**src/shared/eid_pkg.sv**
```systemverilog
/*
   Package for the external interrupt detect block: register offsets,
   field positions, reset values, machine-cycle timing and states.
   Assumes one clock at the oscillator rate; twelve clocks per machine cycle.
*/
package eid_pkg;
   // ----------------------------------------
   // Register offsets
   // ----------------------------------------
   localparam logic [7:0] EID_ADDR_CTRL  = 8'h88;
   localparam logic [7:0] EID_ADDR_TRIG  = 8'h9A;
   localparam logic [7:0] EID_ADDR_VCTL  = 8'hA0;
   localparam logic [7:0] EID_ADDR_STS   = 8'hA1;
   localparam logic [7:0] EID_ADDR_MSK   = 8'hA2;
   // ----------------------------------------
   // Field positions
   // ----------------------------------------
   localparam int EID_CTRL_TRIG0_BIT = 0;
   localparam int EID_CTRL_FLAG0_BIT = 1;
   localparam int EID_CTRL_TRIG1_BIT = 2;
   localparam int EID_CTRL_FLAG1_BIT = 3;
   localparam int EID_TRIG_TRIG2_BIT = 7;
   localparam int EID_TRIG_FLAG2_BIT = 6;
   localparam int EID_VCTL_PRI_LSB   = 4;
   localparam int EID_STS_CALL_LSB   = 3;
   // ----------------------------------------
   // Reset values
   // ----------------------------------------
   localparam logic [7:0] EID_CTRL_RST = 8'h00;
   localparam logic [7:0] EID_TRIG_RST = 8'h2A;
   localparam logic [7:0] EID_ZERO8    = 8'h00;
   // ----------------------------------------
   // Machine-cycle timing
   // ----------------------------------------
   localparam int EID_CLK_PER_MC      = 12;
   localparam int EID_FLAG_PHASE      = 9;
   localparam int EID_MC_END_PHASE    = EID_CLK_PER_MC - 1;
   localparam int EID_CALL_MC         = 2;
   localparam logic [3:0] EID_FLAG_PH = 4'(EID_FLAG_PHASE);
   localparam logic [3:0] EID_END_PH  = 4'(EID_MC_END_PHASE);
   localparam logic [1:0] EID_CALL_LAST = 2'(EID_CALL_MC - 1);
   // ----------------------------------------
   // Vectoring states
   // ----------------------------------------
   typedef enum logic [1:0]
   {
      EID_ST_POLL = 2'b01,
      EID_ST_CALL = 2'b10
   } eid_state_t;
endpackage

```
**src/shared/eid_phase_if.sv**
```systemverilog
/*
   Interface carrying machine-cycle phase strobes from the timebase
   to the pin detectors and the top. Assumes one clock domain.
*/
`timescale 1ns/10ps
interface eid_phase_if;
   logic       flag_stb;
   logic       mc_end;
   logic [3:0] phase;
   modport src (output flag_stb, output mc_end, output phase);
   modport dst (input flag_stb, input mc_end, input phase);
endinterface

```
**src/eid_top.sv**
```systemverilog
/*
   External interrupt detect: three request pins, trigger control and
   request flags, vectoring toward the CPU in machine-cycle steps, and a
   status/mask interrupt for events. Assumes a plain register port with
   read data one cycle after the read strobe, and CPU status inputs
   that are synchronous to the clock.
*/
// The strobed register port was chosen for this implementation.
`timescale 1ns/10ps
module eid_top
   import eid_pkg::*;
(
   // Clock and reset
   input  wire logic       i_clock,
   input  wire logic       i_sys_rst,
   // External request pins
   input  wire logic [2:0] i_ext_irq_pin,
   // CPU status
   input  wire logic       i_insn_last_cycle,
   input  wire logic       i_insn_hold,
   input  wire logic       i_return_from_irq_insn,
   // Register port
   input  wire logic [7:0] i_addr,
   input  wire logic [7:0] i_wr_data,
   input  wire logic       i_wr,
   input  wire logic       i_rd,
   output logic      [7:0] o_rd_data,
   // Vectoring
   output logic            o_call_start,
   output logic            o_call_busy,
   output logic      [1:0] o_vector_id,
   output logic      [2:0] o_req_flag,
   // Event interrupt
   output logic            o_irq
);
   // ----------------------------------------
   // State
   // ----------------------------------------
   typedef struct packed
   {
      logic [2:0] trig_sel;
      logic [2:0] req_flag;
      logic [2:0] edge_fall;
      logic [2:0] edge_rise;
      logic [2:0] enable;
      logic [2:0] pri;
      logic [5:0] sts;
      logic [5:0] msk;
      logic [2:0] polled;
      logic [1:0] in_svc;
      eid_state_t st;
      logic [1:0] call_cnt;
      logic [1:0] vec_id;
      logic       call_start;
      logic       irq;
      logic [7:0] rd_data;
   } eid_state_reg_t;

   eid_state_reg_t s_q;
   eid_state_reg_t s_d;

   // ----------------------------------------
   // Priority pick
   // ----------------------------------------
   // High level first, then lowest input number
   function automatic logic [2:0] eid_pick(input logic [2:0] req,
                                           input logic [2:0] pri);
      logic [2:0] hi;
      logic [2:0] pool;
      logic [2:0] one;
      hi   = req & pri;
      pool = (hi != 3'h0) ? hi : req;
      one  = 3'h0;
      for (int k = 2; k >= 0; k--)
      begin
         if (pool[k])
         begin
            one = 3'h0;
            one[k] = 1'b1;
         end
      end
      return one;
   endfunction

   function automatic logic [1:0] eid_index(input logic [2:0] one);
      logic [1:0] idx;
      idx = 2'h0;
      for (int k = 0; k < 3; k++)
      begin
         if (one[k])
         begin
            idx = 2'(k);
         end
      end
      return idx;
   endfunction

   // ----------------------------------------
   // Timebase and pin detectors
   // ----------------------------------------
   eid_phase_if ph ();

   eid_timebase u_tb
   (
      .i_clock   (i_clock),
      .i_sys_rst (i_sys_rst),
      .ph        (ph.src)
   );

   logic [2:0] pin_low;
   logic [2:0] edge_hit;

   genvar g;
   generate
      for (g = 0; g < 3; g++)
      begin : g_pin
         eid_pin_detect u_pd
         (
            .i_clock     (i_clock),
            .i_sys_rst   (i_sys_rst),
            .ph          (ph.dst),
            .i_pin       (i_ext_irq_pin[g]),
            .i_edge_fall (s_q.edge_fall[g]),
            .i_edge_rise (s_q.edge_rise[g]),
            .o_low       (pin_low[g]),
            .o_edge_hit  (edge_hit[g])
         );
      end
   endgenerate

   // ----------------------------------------
   // Next state
   // ----------------------------------------
   logic [2:0] cand;
   logic [1:0] cand_id;
   logic       cand_hi;
   logic       blocked;
   logic [5:0] sts_set;
   logic [2:0] sw_flag;
   logic [2:0] sw_flag_we;

   always_comb
   begin
      s_d        = s_q;
      sts_set    = 6'h00;
      sw_flag    = 3'h0;
      sw_flag_we = 3'h0;
      s_d.call_start = 1'b0;

      // Register writes
      if (i_wr)
      begin
         case (i_addr)
            EID_ADDR_CTRL:
            begin
               s_d.trig_sel[0] = i_wr_data[EID_CTRL_TRIG0_BIT];
               s_d.trig_sel[1] = i_wr_data[EID_CTRL_TRIG1_BIT];
               sw_flag[0]      = i_wr_data[EID_CTRL_FLAG0_BIT];
               sw_flag[1]      = i_wr_data[EID_CTRL_FLAG1_BIT];
               sw_flag_we[1:0] = 2'b11;
            end
            EID_ADDR_TRIG:
            begin
               s_d.trig_sel[2] = i_wr_data[EID_TRIG_TRIG2_BIT];
               sw_flag[2]      = i_wr_data[EID_TRIG_FLAG2_BIT];
               sw_flag_we[2]   = 1'b1;
               for (int k = 0; k < 3; k++)
               begin
                  s_d.edge_rise[k] = i_wr_data[2 * k];
                  s_d.edge_fall[k] = i_wr_data[2 * k + 1];
               end
            end
            EID_ADDR_VCTL:
            begin
               s_d.enable = i_wr_data[2:0];
               s_d.pri    = i_wr_data[EID_VCTL_PRI_LSB +: 3];
            end
            EID_ADDR_STS:
            begin
               s_d.sts = s_q.sts & ~i_wr_data[5:0];
            end
            EID_ADDR_MSK:
            begin
               s_d.msk = i_wr_data[5:0];
            end
            default:
            begin
               s_d.sts = s_q.sts;
            end
         endcase
      end

      // Software may write flags only in edge mode; level follows pin
      for (int k = 0; k < 3; k++)
      begin
         if (sw_flag_we[k] && s_q.trig_sel[k])
         begin
            s_d.req_flag[k] = sw_flag[k];
         end
      end

      // Flag phase of each machine cycle; hardware set beats writes
      if (ph.flag_stb)
      begin
         for (int k = 0; k < 3; k++)
         begin
            if (!s_q.trig_sel[k])
            begin
               s_d.req_flag[k] = pin_low[k];
            end
            else if (edge_hit[k])
            begin
               s_d.req_flag[k] = 1'b1;
            end
         end
      end
      sts_set[2:0] = s_d.req_flag & ~s_q.req_flag;

      // Candidate from the flags polled at the previous cycle end
      cand    = eid_pick(s_q.polled & s_q.enable, s_q.pri);
      cand_id = eid_index(cand);
      cand_hi = |(cand & s_q.pri);
      // Service at same or higher level defers the request
      blocked = s_q.in_svc[1] | (s_q.in_svc[0] & ~cand_hi);
      blocked = blocked | ~i_insn_last_cycle;
      blocked = blocked | i_insn_hold;

      // End of service frees the highest active level
      if (i_return_from_irq_insn)
      begin
         if (s_q.in_svc[1])
         begin
            s_d.in_svc[1] = 1'b0;
         end
         else
         begin
            s_d.in_svc[0] = 1'b0;
         end
      end

      // Vectoring, stepped at the end of each machine cycle
      case (s_q.st)
         EID_ST_POLL:
         begin
            if (ph.mc_end)
            begin
               // Unserviced requests are not remembered past this poll
               s_d.polled = s_q.req_flag;
               if ((cand != 3'h0) && !blocked)
               begin
                  s_d.st         = EID_ST_CALL;
                  s_d.call_start = 1'b1;
                  s_d.call_cnt   = 2'h0;
                  s_d.vec_id     = cand_id;
                  s_d.in_svc[cand_hi ? 1 : 0] = 1'b1;
                  sts_set[EID_STS_CALL_LSB + 32'(cand_id)] = 1'b1;
                  // Level flags stay: the source must drop them itself
                  for (int k = 0; k < 3; k++)
                  begin
                     if (cand[k] && s_q.trig_sel[k])
                     begin
                        s_d.req_flag[k] = 1'b0;
                     end
                  end
               end
            end
         end
         EID_ST_CALL:
         begin
            // No polling while the call itself runs
            if (ph.mc_end)
            begin
               if (s_q.call_cnt == EID_CALL_LAST)
               begin
                  s_d.st     = EID_ST_POLL;
                  s_d.polled = 3'h0;
               end
               else
               begin
                  s_d.call_cnt = s_q.call_cnt + 2'h1;
               end
            end
         end
         default:
         begin
            s_d.st = EID_ST_POLL;
         end
      endcase

      // Event flags: a new set wins over a same-cycle clear
      s_d.sts = s_d.sts | sts_set;
      s_d.irq = |(s_d.sts & s_d.msk);

      // Read data, one cycle after the strobe
      s_d.rd_data = EID_ZERO8;
      if (i_rd)
      begin
         case (i_addr)
            EID_ADDR_CTRL:
            begin
               s_d.rd_data[EID_CTRL_TRIG0_BIT] = s_q.trig_sel[0];
               s_d.rd_data[EID_CTRL_FLAG0_BIT] = s_q.req_flag[0];
               s_d.rd_data[EID_CTRL_TRIG1_BIT] = s_q.trig_sel[1];
               s_d.rd_data[EID_CTRL_FLAG1_BIT] = s_q.req_flag[1];
            end
            EID_ADDR_TRIG:
            begin
               s_d.rd_data[EID_TRIG_TRIG2_BIT] = s_q.trig_sel[2];
               s_d.rd_data[EID_TRIG_FLAG2_BIT] = s_q.req_flag[2];
               for (int k = 0; k < 3; k++)
               begin
                  s_d.rd_data[2 * k]     = s_q.edge_rise[k];
                  s_d.rd_data[2 * k + 1] = s_q.edge_fall[k];
               end
            end
            EID_ADDR_VCTL:
            begin
               s_d.rd_data[2:0] = s_q.enable;
               s_d.rd_data[EID_VCTL_PRI_LSB +: 3] = s_q.pri;
            end
            EID_ADDR_STS:
            begin
               s_d.rd_data[5:0] = s_q.sts;
            end
            EID_ADDR_MSK:
            begin
               s_d.rd_data[5:0] = s_q.msk;
            end
            default:
            begin
               s_d.rd_data = EID_ZERO8;
            end
         endcase
      end
   end

   // ----------------------------------------
   // Registers
   // ----------------------------------------
   always_ff @(posedge i_clock)
   begin
      if (i_sys_rst)
      begin
         s_q           <= '0;
         s_q.st        <= EID_ST_POLL;
         s_q.edge_fall <= {EID_TRIG_RST[5], EID_TRIG_RST[3], EID_TRIG_RST[1]};
         s_q.edge_rise <= {EID_TRIG_RST[4], EID_TRIG_RST[2], EID_TRIG_RST[0]};
         s_q.trig_sel  <= {EID_TRIG_RST[EID_TRIG_TRIG2_BIT],
                           EID_CTRL_RST[EID_CTRL_TRIG1_BIT],
                           EID_CTRL_RST[EID_CTRL_TRIG0_BIT]};
      end
      else
      begin
         s_q <= s_d;
      end
   end

   // ----------------------------------------
   // Outputs
   // ----------------------------------------
   assign o_rd_data    = s_q.rd_data;
   assign o_call_start = s_q.call_start;
   // One-hot call bit, so the output is a plain flop
   assign o_call_busy  = s_q.st[1];
   assign o_vector_id  = s_q.vec_id;
   assign o_req_flag   = s_q.req_flag;
   assign o_irq        = s_q.irq;
endmodule

```
**src/eid_timebase.sv**
```systemverilog
/*
   Machine-cycle timebase: counts oscillator clocks into phases and
   strobes the flag sample phase and the last phase of each cycle.
   Assumes a synchronous active-high reset.
*/
`timescale 1ns/10ps
module eid_timebase
   import eid_pkg::*;
(
   // Clock and reset
   input  wire logic i_clock,
   input  wire logic i_sys_rst,
   // Phase strobes
   eid_phase_if.src  ph
);
   typedef struct packed
   {
      logic [3:0] phase;
   } eid_tb_state_t;

   eid_tb_state_t s_q;
   eid_tb_state_t s_d;

   always_comb
   begin
      s_d = s_q;
      if (s_q.phase == EID_END_PH)
      begin
         s_d.phase = 4'h0;
      end
      else
      begin
         s_d.phase = s_q.phase + 4'h1;
      end
   end

   always_ff @(posedge i_clock)
   begin
      if (i_sys_rst)
      begin
         s_q <= '0;
      end
      else
      begin
         s_q <= s_d;
      end
   end

   assign ph.phase    = s_q.phase;
   assign ph.flag_stb = (s_q.phase == EID_FLAG_PH);
   assign ph.mc_end   = (s_q.phase == EID_END_PH);
endmodule

```
**src/eid_pin_detect.sv**
```systemverilog
/*
   One external request pin: keeps the last machine-cycle sample and
   reports a low level or a selected transition at the flag phase.
   Assumes the pin is synchronous to the clock.
*/
`timescale 1ns/10ps
module eid_pin_detect
   import eid_pkg::*;
(
   // Clock and reset
   input  wire logic i_clock,
   input  wire logic i_sys_rst,
   // Phase strobes
   eid_phase_if.dst  ph,
   // Pin and edge select
   input  wire logic i_pin,
   input  wire logic i_edge_fall,
   input  wire logic i_edge_rise,
   // Detection
   output logic      o_low,
   output logic      o_edge_hit
);
   typedef struct packed
   {
      logic smp;
   } eid_pd_state_t;

   eid_pd_state_t s_q;
   eid_pd_state_t s_d;

   always_comb
   begin
      s_d = s_q;
      o_low = ~i_pin;
      // Two samples one machine cycle apart must differ
      o_edge_hit = ph.flag_stb & (s_q.smp != i_pin)
                 & ((i_edge_rise & i_pin) | (i_edge_fall & ~i_pin));
      if (ph.flag_stb)
      begin
         s_d.smp = i_pin;
      end
   end

   // Idle-high pin after reset, so no false rising edge
   always_ff @(posedge i_clock)
   begin
      if (i_sys_rst)
      begin
         s_q <= '1;
      end
      else
      begin
         s_q <= s_d;
      end
   end
endmodule

```
**config.mk**
```make
export PLATFORM = sky130hd
export DESIGN_NAME = eid_top
export DESIGN_NICKNAME = d
export VERILOG_FILES = /design/src/shared/eid_pkg.sv /design/src/shared/eid_phase_if.sv /design/src/eid_top.sv /design/src/eid_timebase.sv /design/src/eid_pin_detect.sv
export SDC_FILE = /design/constraint.sdc
export NUM_CORES = 1
export LEC_CHECK = 0
export ABC_CLOCK_PERIOD_IN_PS = 2500
export BUFFER_PORTS_ARGS = -buffer_cell sky130_fd_sc_hd__clkbuf_2
export CAP_MARGIN = 20
export CORE_MARGIN = 2
export CORE_UTILIZATION = 57
export CTS_CLUSTER_DIAMETER = 100
export DETAILED_ROUTE_END_ITERATION = 12
export PLACE_DENSITY = 0.89
export SYNTH_ARGS = -nofsm -noshare
export SYNTH_HDL_FRONTEND = slang
export SYNTH_SLANG_ARGS = --single-unit
```
**constraint.sdc**
```tcl
create_clock -name i_clock -period 2.5 [get_ports i_clock]
set_clock_uncertainty 0.05 [all_clocks]
set_input_delay 0.25 -clock i_clock [delete_from_list [all_inputs] [get_ports i_clock]]
set_output_delay 0.25 -clock i_clock [all_outputs]
set_load 0.01 [all_outputs]
```
After elaboration in Yosys (flattened, before gate mapping). Index checks and enable logic that the tools add are counted.

Bits in registers: 58. Logic and storage cells: 168.

Add/subtract/negate cells: 3. $lt $le $gt $ge: 4. Equal/unequal tests: 18. Muxes and demuxes: 56. Bitwise logic cells: 39. Reduce and logical (&&, ||, !) cells: 26.

Operators by type and width (count): equality test 8 bit (second input constant) (5); two-way mux 3 bit (12); two-way mux 6 bit (5); two-way mux 12 bit (2); two-way mux 1 bit (19); one-hot mux 3 bit (5 select lines) (1); two-way mux 2 bit (7); AND 1 bit (13); AND 3 bit (4); AND 6 bit (2); logical AND 1 bit (9); two-way mux 9 bit (1); inverter 1 bit (9); OR reduction 3 bit (3); equality test 4 bit (second input constant) (2); one-hot mux 2 bit (2 select lines) (2); one-hot mux 2 bit (4 select lines) (1); AND reduction 4 bit (2); != test 2 bit (second input constant) (3); inverter 6 bit (1); bitwise OR 1 bit (6); bitwise OR 3 x 6 -> 6 bit (1); bitwise OR 6 bit (1); one-hot mux 3 bit (2 select lines) (1); other kinds (26) (34).

Depth between registers and ports, before layout. Gate-level depths: netlist of run 1.

Depth after elaboration: 22. Depth in mapped cells: 8. Mapped depth without buffers: 8.

Cells and area by module. A second synthesis of run 1 with hierarchy kept.

Cell total of the unflattened synthesis: 332. Area, all modules: 2861.5 µm².

Modules (own cells, without submodules): eid_top (instances 1, cells each 292, area an instance 2478.6 µm², seq. area each 1021.0 µm²); eid_timebase (instances 1, cells each 19, area an instance 206.4 µm², seq. area each 80.1 µm²); eid_pin_detect (instances 3, cells each 7, area an instance 58.8 µm², seq. area each 20.0 µm²).

Worst setup path after synthesis of run 1. OpenSTA, ideal clock, no wires.

Path kind: input-to-reg. Start: input port i_addr[2]. End: register s_q, in the netlist o_irq. Setup time: 0.136 ns. Arrival time: 2.025 ns. Data required time: 2.314 ns. Path slack: 0.289 ns. Stages on the path: 7. Buffers on the path: 2. Cells stage by stage: or3b_1 -> buf_2 -> or4_4 -> buf_6 -> mux2_4 -> a211oi_2 -> a41oi_1.

Word-level cells in the longest chain between the ends: 16.

RTL lines: start, declared (RTL line eid_top.sv:23) `input wire logic [7:0] i_addr,`; equality test 8 bit (RTL line eid_top.sv:153) `case (i_addr)`; two-way mux 2 bit / two-way mux 1 bit (equally long branches) (RTL line eid_top.sv:153); two-way mux 3 bit (RTL line eid_top.sv:151) `if (i_wr)`; logical AND 1 bit (RTL line eid_top.sv:196) `if (sw_flag_we[k] && s_q.trig_sel[k])`; two-way mux 1 bit (RTL line eid_top.sv:196); two-way mux 1 bit (RTL line eid_top.sv:211) `else if (edge_hit[k])`; two-way mux 1 bit (RTL line eid_top.sv:207) `if (!s_q.trig_sel[k])`; two-way mux 3 bit (RTL line eid_top.sv:203) `if (ph.flag_stb)`; AND 3 bit (RTL line eid_top.sv:217) `sts_set[2:0] = s_d.req_flag & ~s_q.req_flag;`; bitwise OR 3 x 6 -> 6 bit (no line); two-way mux 6 bit (RTL line eid_top.sv:249) `if ((cand != 3'h0) && !blocked)`; two-way mux 6 bit (RTL line eid_top.sv:245) `if (ph.mc_end)`; two-way mux 6 bit (RTL line eid_top.sv:242) `case (s_q.st)`; bitwise OR 6 bit (RTL line eid_top.sv:291) `s_d.sts = s_d.sts | sts_set;`; AND 6 bit (*) (RTL line eid_top.sv:292) `s_d.irq = |(s_d.sts & s_d.msk);`; OR reduction 6 bit (*) (RTL line eid_top.sv:292); end, declared (RTL line eid_top.sv:59) `eid_state_reg_t s_q;`.

Every way passes the cells marked *; elsewhere a longest branch is shown, timed or not. A chain may end at the register's enable or synchronous reset.

Worst setup path in the final report of run 1.
Start: register u_tb.s_q, in the netlist u_tb.ph.phase[0]. End: register s_q, in the netlist o_irq.

Word-level cells in the longest chain between the ends: 14.

RTL lines: start, declared (RTL line eid_timebase.sv:21) `eid_tb_state_t s_q;`; start signal, assigned (RTL line eid_timebase.sv:41) `s_q <= '0;`; start signal, assigned (RTL line eid_timebase.sv:45) `s_q <= s_d;`; equality test 4 bit (RTL line eid_timebase.sv:50) `assign ph.flag_stb = (s_q.phase == EID_FLAG_PH);`; AND 1 bit (RTL line eid_pin_detect.sv:36) `o_edge_hit = ph.flag_stb & (s_q.smp != i_pin)`; AND 1 bit (RTL line eid_pin_detect.sv:37) `& ((i_edge_rise & i_pin) | (i_edge_fall & ~i_pin));`; two-way mux 1 bit (RTL line eid_top.sv:211); two-way mux 1 bit (RTL line eid_top.sv:207); two-way mux 3 bit (RTL line eid_top.sv:203); AND 3 bit (RTL line eid_top.sv:217); bitwise OR 3 x 6 -> 6 bit (no line); two-way mux 6 bit (RTL line eid_top.sv:249); two-way mux 6 bit (RTL line eid_top.sv:245); two-way mux 6 bit (*) (RTL line eid_top.sv:242); bitwise OR 6 bit (*) (RTL line eid_top.sv:291); AND 6 bit (*) (RTL line eid_top.sv:292); OR reduction 6 bit (*) (RTL line eid_top.sv:292).

Marks and branches as above.

==> flow_metrics.tcl, run 1 <==
set metrics [dict create \
    core_um2 4786 \
    drt.antenna.violating_nets 0 \
    crit_path_end "o_irq" \
    clk_pin_slew_worst_paths_ps 70 \
    tightest_slew_ps 472.4 \
    n_fill_cell 397 \
    first_global_vias 2462 \
    cts_hold_repair.buffers 0 \
    layout-drive-gt1-share 0.1921 \
    yosysWarnings 0 \
    clkLatencyLatePin_ps 340 \
    critical_path.cell_chain "ha_1 -> nand3b_1 -> nor3b_1 -> nor2_1 -> a22o_1 -> a211oi_2 -> a41oi_1" \
    finalSetupViolCount 0 \
    multi_input_area_um2 1523 \
    port-buffer-count 41 \
    start_util 0.6018 \
    route.detailed.drc 0 \
    die-area_um2 5638 \
    fmax_mhz 478.1 \
    crit_path_max_fanout 6 \
    max-slew-margin-rel 0.6851 \
    endpoint_kind "flop" \
    grt_overflow 0 \
    ys_seq_area_frac 0.4031 \
    clockBufferDepth 2 \
    diodes 0 \
    hold_path.class "input pin to flop" \
    finalPower_mw 2.046 \
    critical_path.max_stage_delay_ps 440 \
    final_cell_count_no_fill 447 \
    synthDistinctLibCells 55 \
    final_nets 404 \
    power_leakage_nw 1.318 \
    num_vias 2679 \
    final_design_area_no_fill_um2 3321 \
    powerDensity_nw_per_um2 616.0 \
    worstReg2RegStart "u_tb.ph.phase[0]" \
    synth_cells 342 \
    ios 42 \
    ys.flop_type "dfxtp_1" \
    h-tree-depth 3 \
    cts-buffers-inserted 9 \
    antenna_found_initial 0 \
    crit_start "u_tb.ph.phase[0]" \
    place_hpwl_um 5247 \
    post_cts_resized 0 \
    dp.cells 431 \
    syn_area_um2 2880 \
    r2r_cells 7 \
    dpl_worst_slack_ps 111.1 \
    synth_edf_count 0 \
    synthToLayoutAreaGrowth_pct 15.29 \
    cts_setup_buffers 0 \
    rsz0062_at_grt "no" \
    reg2reg_to "o_irq" \
    drv_cap 0 \
    grt_max_degree 47 \
    cts_tree "yes" \
    globalplace.congestion 0.9304 \
    dieWidth_um 75.09 \
    async_reset_ff_frac 0 \
    arrival_ps 2230 \
    worst-setup-path-type "flop to flop" \
    routed_via_density 5.993 \
    crit_slowest_cell "nor3b_1" \
    r2r_slack_ps 410 \
    die_h_um 75.09 \
    seq_area_um2 1161 \
    grt_util_all_layers 0.2734 \
    cp.required_ps 2640 \
    startpoint_type "flop" \
    layout_setup_ws_ps 408.5 \
    routedWlPerCell_um 16.15 \
    status "complete, no violations" \
    drv_slew 0 \
    ys_ff_latch 58 \
    firstDrtPassIters 5 \
    synth_nets 371 \
    drtIter0Drc 307 \
    postSynthAreaPerCell_um2 8.422 \
    placed_cell_area_um2 3083 \
    fin_crit_ps 2091 \
    finalHoldViolations 0 \
    clock-root-buffer "clkbuf_8" \
    grt_pass1_wl_um 11530 \
    peakVddDrop_v 0.0003873 \
    rows 25 \
    period_share 0.8366 \
    fin_tns_setup_ps 0 \
    wirelength_um 7217 \
    clock_sinks 58 \
]
[power breakdown]
part,switching [mW],internal (mW),leakage (nW)
Sequential,0.00497,0.929,0.468
Clock,0.373,0.641,0.119
Combinational,0.0608,0.0368,0.731
Total,0.439,1.61,1.32
[placed cells by master (no fill, tap or decap), types with 9 or more instances in the layout]
| master | instances |
|---|---|
| dfxtp_1 | 58 |
| clkbuf_2 | 41 |
| nand2_1 | 40 |
| nor2_1 | 34 |
| a21oi_1 | 23 |
| mux2i_1 | 17 |
| o21ai_0 | 14 |
| nand3_1 | 14 |
| clkbuf_8 | 12 |
| inv_1 | 10 |
| nand3b_1 | 9 |
[critical path: cells and delay by family (launching register included)]
| kind | cells | cell delay (ps) |
|---|---|---|
| compound gates | 3 | 570 |
| fa+ha+maj | 1 | 190 |
| simple gates | 3 | 760 |
| flops | 1 | 380 |
[per-layer routing]
layer	vias to the layer above	wire [µm]	GRT usage
met5	-	0	0
met4	0	137	0.1190
met3	16	532	0.06426
met2	130	3452	0.4405
met1	1254	3094	0.3496
li1	1279	-	-
[area by class of cell]
cell class                      instances  share of cell area
Clock inverter                          4             0.02185
Sequential cell                        58              0.3497
Clock buffer                           12             0.04974
Timing Repair Buffer                   49             0.08365
Multi-Input combinational cell        247              0.4586
Tap cell                               67             0.02524
Inverter                               10             0.01130
[synth_stat cells, types with 6 or more instances]
| cell type | instances | area share |
|---|---|---|
| a21oi_1 | 23 | 0.040 |
| nor2b_1 | 8 | 0.017 |
| a22oi_1 | 8 | 0.021 |
| nand2b_1 | 6 | 0.013 |
| dfxtp_1 | 58 | 0.40 |
| mux2i_1 | 17 | 0.059 |
| nand2_1 | 40 | 0.052 |
| nor2_1 | 34 | 0.044 |
| nand3b_1 | 9 | 0.023 |
| nand3_1 | 14 | 0.024 |
| nand4_1 | 8 | 0.017 |
| o21ai_0 | 14 | 0.024 |
| nor3_1 | 6 | 0.010 |
| inv_1 | 10 | 0.013 |
| clkbuf_1 | 11 | 0.014 |
| buf_4 | 13 | 0.034 |
[state kept, by name, summed over array words and instances, names as in the netlist]
register,cells
s_q,35
o_rd_data,8
u_tb.ph.phase,4
g_pin.u_pd.s_q,3
o_req_flag,3
o_vector_id,2
o_call_busy,1
o_call_start,1
o_irq,1
[how the worst min path moves through the flow]
stage / from / endpoint / depth (start not counted)
global route: i_wr_data[7] / s_q[50] / 3
floorplan: i_ext_irq_pin[2] / g_pin[2].u_pd.s_q / 2
CTS: i_wr_data[7] / s_q[50] / 3
finish: i_wr_data[7] / s_q[50] / 3
detailed placement: o_vector_id[1] / o_vector_id[1] / 2
global placement: o_vector_id[1] / o_vector_id[1] / 2
[cells by family (layout without fill, tap and decap cells)]
kind of cell    after synthesis  count (layout)  share of synthesized area
compound gates               77              77                     0.1820
xor+xnor                      1               1                   0.003041
fa+ha+maj                     3               3                    0.01303
buf+inv                      37              75                    0.06820
flops                        58              58                     0.4031
mux                          19              19                    0.06820
simple gates                147             147                     0.2624
[through the flow]
step           hold WS, ps    util
2_1_floorplan        316.8       -
3_3_place_gp         396.1  0.6442
3_5_place_dp         398.7  0.6442
4_1_cts              74.79  0.6939
5_1_grt              98.59  0.6939
6_report             88.83  0.6939
Power figures use the tool's default switching activity.
==> run 2: changes to the inputs <==
--- a/config.mk
+++ b/config.mk
@@ -5,7 +5,8 @@
 export SDC_FILE = /design/constraint.sdc
 export NUM_CORES = 1
 export LEC_CHECK = 0
-export ABC_CLOCK_PERIOD_IN_PS = 2500
+export ABC_AREA = 1
+export ABC_CLOCK_PERIOD_IN_PS = 2000
 export BUFFER_PORTS_ARGS = -buffer_cell sky130_fd_sc_hd__clkbuf_2
 export CAP_MARGIN = 20
 export CORE_MARGIN = 2
==> constraint.sdc (replaced) <==
create_clock -name i_clock -period 2 [get_ports i_clock]
set_clock_uncertainty 0.05 [all_clocks]
set_input_delay 0.2 -clock i_clock [delete_from_list [all_inputs] [get_ports i_clock]]
set_output_delay 0.2 -clock i_clock [all_outputs]
set_load 0.01 [all_outputs]
==> run 2 against run 1 <==
Global-route usage up 2.6 points. Flip-flop and latch count unchanged. Sequential share of layout area up 0.077 points. Hold slack worse by 19 ps. Final cell count up 15%. Highest routed layer unchanged. Critical path type unchanged. Clock-buffer cell count unchanged. Combinational power up 24%. Sequential power up 25%. Maximum frequency up 14%. Critical path depth up 6.
==> flow_metrics.tcl, run 2 <==
set metrics [dict create \
    grt_busiest_layer "met2" \
    routed_via_density 5.701 \
    port-buffer-count 41 \
    switching_share 0.2260 \
    synthXorXnorAreaFrac 0.003042 \
    r2r_cells 13 \
    yosysMostFrequentCell "nand2_1" \
    largest_register_ffs 35 \
    seqPwrFrac 0.502 \
    diodes 0 \
    die_h_um 75.07 \
    drt.antenna.violating_nets 0 \
    globalplace.congestion 0.9431 \
    yosysTopAreaCell "dfxtp_1" \
    clockBufferDepth 2 \
    drtIter0Drc 416 \
    layout-drive-gt1-share 0.2135 \
    comb_power_share 0.052 \
    final_cell_count_no_fill 512 \
    powerDensity_nw_per_um2 701.4 \
    synth_nets 432 \
    layout.cells.most_common_list "63 x nand2_1, 57 x inv_1, 57 x dfxtp_1" \
    grt_util_all_layers 0.2995 \
    synth_compound_area_frac 0.1973 \
    placed_cell_area_um2 3073 \
    synthToLayoutAreaGrowth_pct 15.21 \
    first_global_vias 2722 \
    p_int_mw 1.801 \
    synthDistinctLibCells 39 \
    synth_cells 403 \
    place_hpwl_um 5668 \
    tightest_slew_ps 453.0 \
    hold_end "s_q[17]" \
    netlist_top_cells_count "64 x nand2_1, 58 x dfxtp_1, 57 x inv_1" \
    arrival_ps 2020 \
    rsz0062_at_grt "no" \
    min-delay-start "i_return_from_irq_insn" \
    synth.area.mux_share 0 \
    endpoint_kind "flop" \
    ys_ff_latch 58 \
    cp.required_ps 2180 \
    async_reset_ff_frac 0 \
    ios 42 \
    route.detailed.drc 0 \
    hold_depth 4 \
    synth_fa_ha_area_frac 0.01304 \
    dieWidth_um 75.07 \
    clock-root-buffer "clkbuf_8" \
    firstDrtPassIters 5 \
    top_register "s_q" \
    finalSetupViolCount 0 \
    synth_top_family_by_area "simple AND/OR/NAND/NOR gates" \
    synth_edf_count 0 \
    pwr-share-clk 0.446 \
    rows 25 \
    grt_overflow 0 \
    wirelength_um 7760 \
    hold_path.class "input pin to flop" \
    period_share 0.9202 \
    antenna_found_initial 0 \
    synth-simple-area-share 0.2508 \
    num_vias 2919 \
    cts-buffers-inserted 9 \
    finalHoldViolations 0 \
    met3_usage 0.08166 \
    dp.cells 495 \
    clkLatencyLatePin_ps 350 \
    fmax_mhz 543.3 \
    switching_power_uw 525.8 \
    fin_tns_setup_ps 0 \
    die-area_um2 5636 \
    grt_pass1_wl_um 12370 \
    grtUsageMet1 0.3488 \
    peakVddDrop_v 0.0005264 \
    ys.flop_type "dfxtp_1" \
    status "complete, no violations" \
    worstReg2RegStart "s_q[37]" \
    yosysWarnings 0 \
    fin_crit_ps 1840 \
    drv_slew 0 \
    r2r_slack_ps 160 \
    syn_area_um2 2879 \
    grt_max_degree 30 \
    clock_sinks 58 \
    final_design_area_no_fill_um2 3317 \
    startpoint_type "flop" \
    drv_cap 0 \
    power_leakage_nw 1.427 \
    grtUsageMet2 0.5010 \
    routedWlPerCell_um 15.16 \
    start_util 0.6016 \
    worst-setup-path-type "flop to flop" \
    max-slew-margin-rel 0.6973 \
    final_nets 470 \
    clk_pin_slew_worst_paths_ps 60 \
    core_um2 4786 \
    synth_top_area_share 0.4033 \
    cts_tree "yes" \
    hold_slack_ps 69.97 \
    ys_top_cells_by_area "dfxtp_1 40%, nand2_1 8.3%, inv_1 7.4%" \
    h-tree-depth 3 \
    reg2reg_to "o_irq" \
    postSynthAreaPerCell_um2 7.144 \
    ys_seq_area_frac 0.4033 \
    layout_commonest_cell "nand2_1" \
    crit_path_max_fanout 5 \
]
==> run 2: power by group through the flow <==
stage	combinational, mW	sequential [mW]	clock [mW]
floorplan	0.0588	1.19	0
global placement	0.112	1.19	0
detailed placement	0.117	1.19	0
CTS	0.118	1.17	1.04
global route	0.133	1.17	1.11
finish	0.121	1.17	1.04
==> run 2: area by class of cell <==
cell class              count  area (µm²)
flip-flops and latches     58        1162
multi-input cells         259        1379
well taps                  67       83.83
clock buffers              12       145.1
inverters                  64       241.5
fillers                   410        1469
repair buffers             49       265.3
clock inverters             3       40.04
==> run 2: what timing repair did <==
action,in CTS,in global routing
hold endpoints to repair,0,0
resized for setup,0,13
hold buffers,0,0
setup buffers,0,2
setup endpoints to repair,0,1
==> run 2: critical path, stage by stage (launching register included) <==
cell and delay [ps]:
dfxtp_1 380, nand3_1 160, nand2_2 130, nor2_4 50, o21bai_1 190, nand3_1 100
nand2_1 80, inv_2 80, nand3_2 100, nand2_1 70, nand2_1 100, nand3_1 80
nor2_1 100, nor2_1 40
==> run 2: metal layers <==
metal | part of all wire | vias to the layer above | routed length, µm
met3 | 0.089 | 32 | 693
li1 | - | 1398 | -
met5 | 0 | - | 0
met1 | 0.39 | 1326 | 3022
met2 | 0.49 | 163 | 3780
met4 | 0.034 | 0 | 263
==> run 2: worst max-delay path by stage <==
stage	startpoint	to	slack (ps)	cells after the start
floorplan	u_tb.ph.phase[1]	o_irq	360	11
CTS	s_q[37]	o_irq	100	12
detailed placement	s_q[37]	o_irq	120	12
global route	u_tb.ph.phase[0]	o_irq	2	10
global placement	s_q[33]	o_irq	190	12
finish	s_q[37]	o_irq	160	13
==> run 2: cell families after synthesis <==
family,after synthesis
DFF,58
xor gates and xnor gates,1
buffers and inverters,86
AOI/OAI and AO/OA,99
and+or+nand+nor,156
adders and majority gates,3
==> run 2: metrics by stage <==
stage,utilization,setup WS [ps],power (mW)
6_report,0.6931,159.5,2.327
3_5_place_dp,0.6421,119.1,1.309
2_1_floorplan,-,360.3,1.251
4_1_cts,0.6808,103.8,2.326
3_3_place_gp,0.6421,189.8,1.304
5_1_grt,0.6931,2.318,2.408
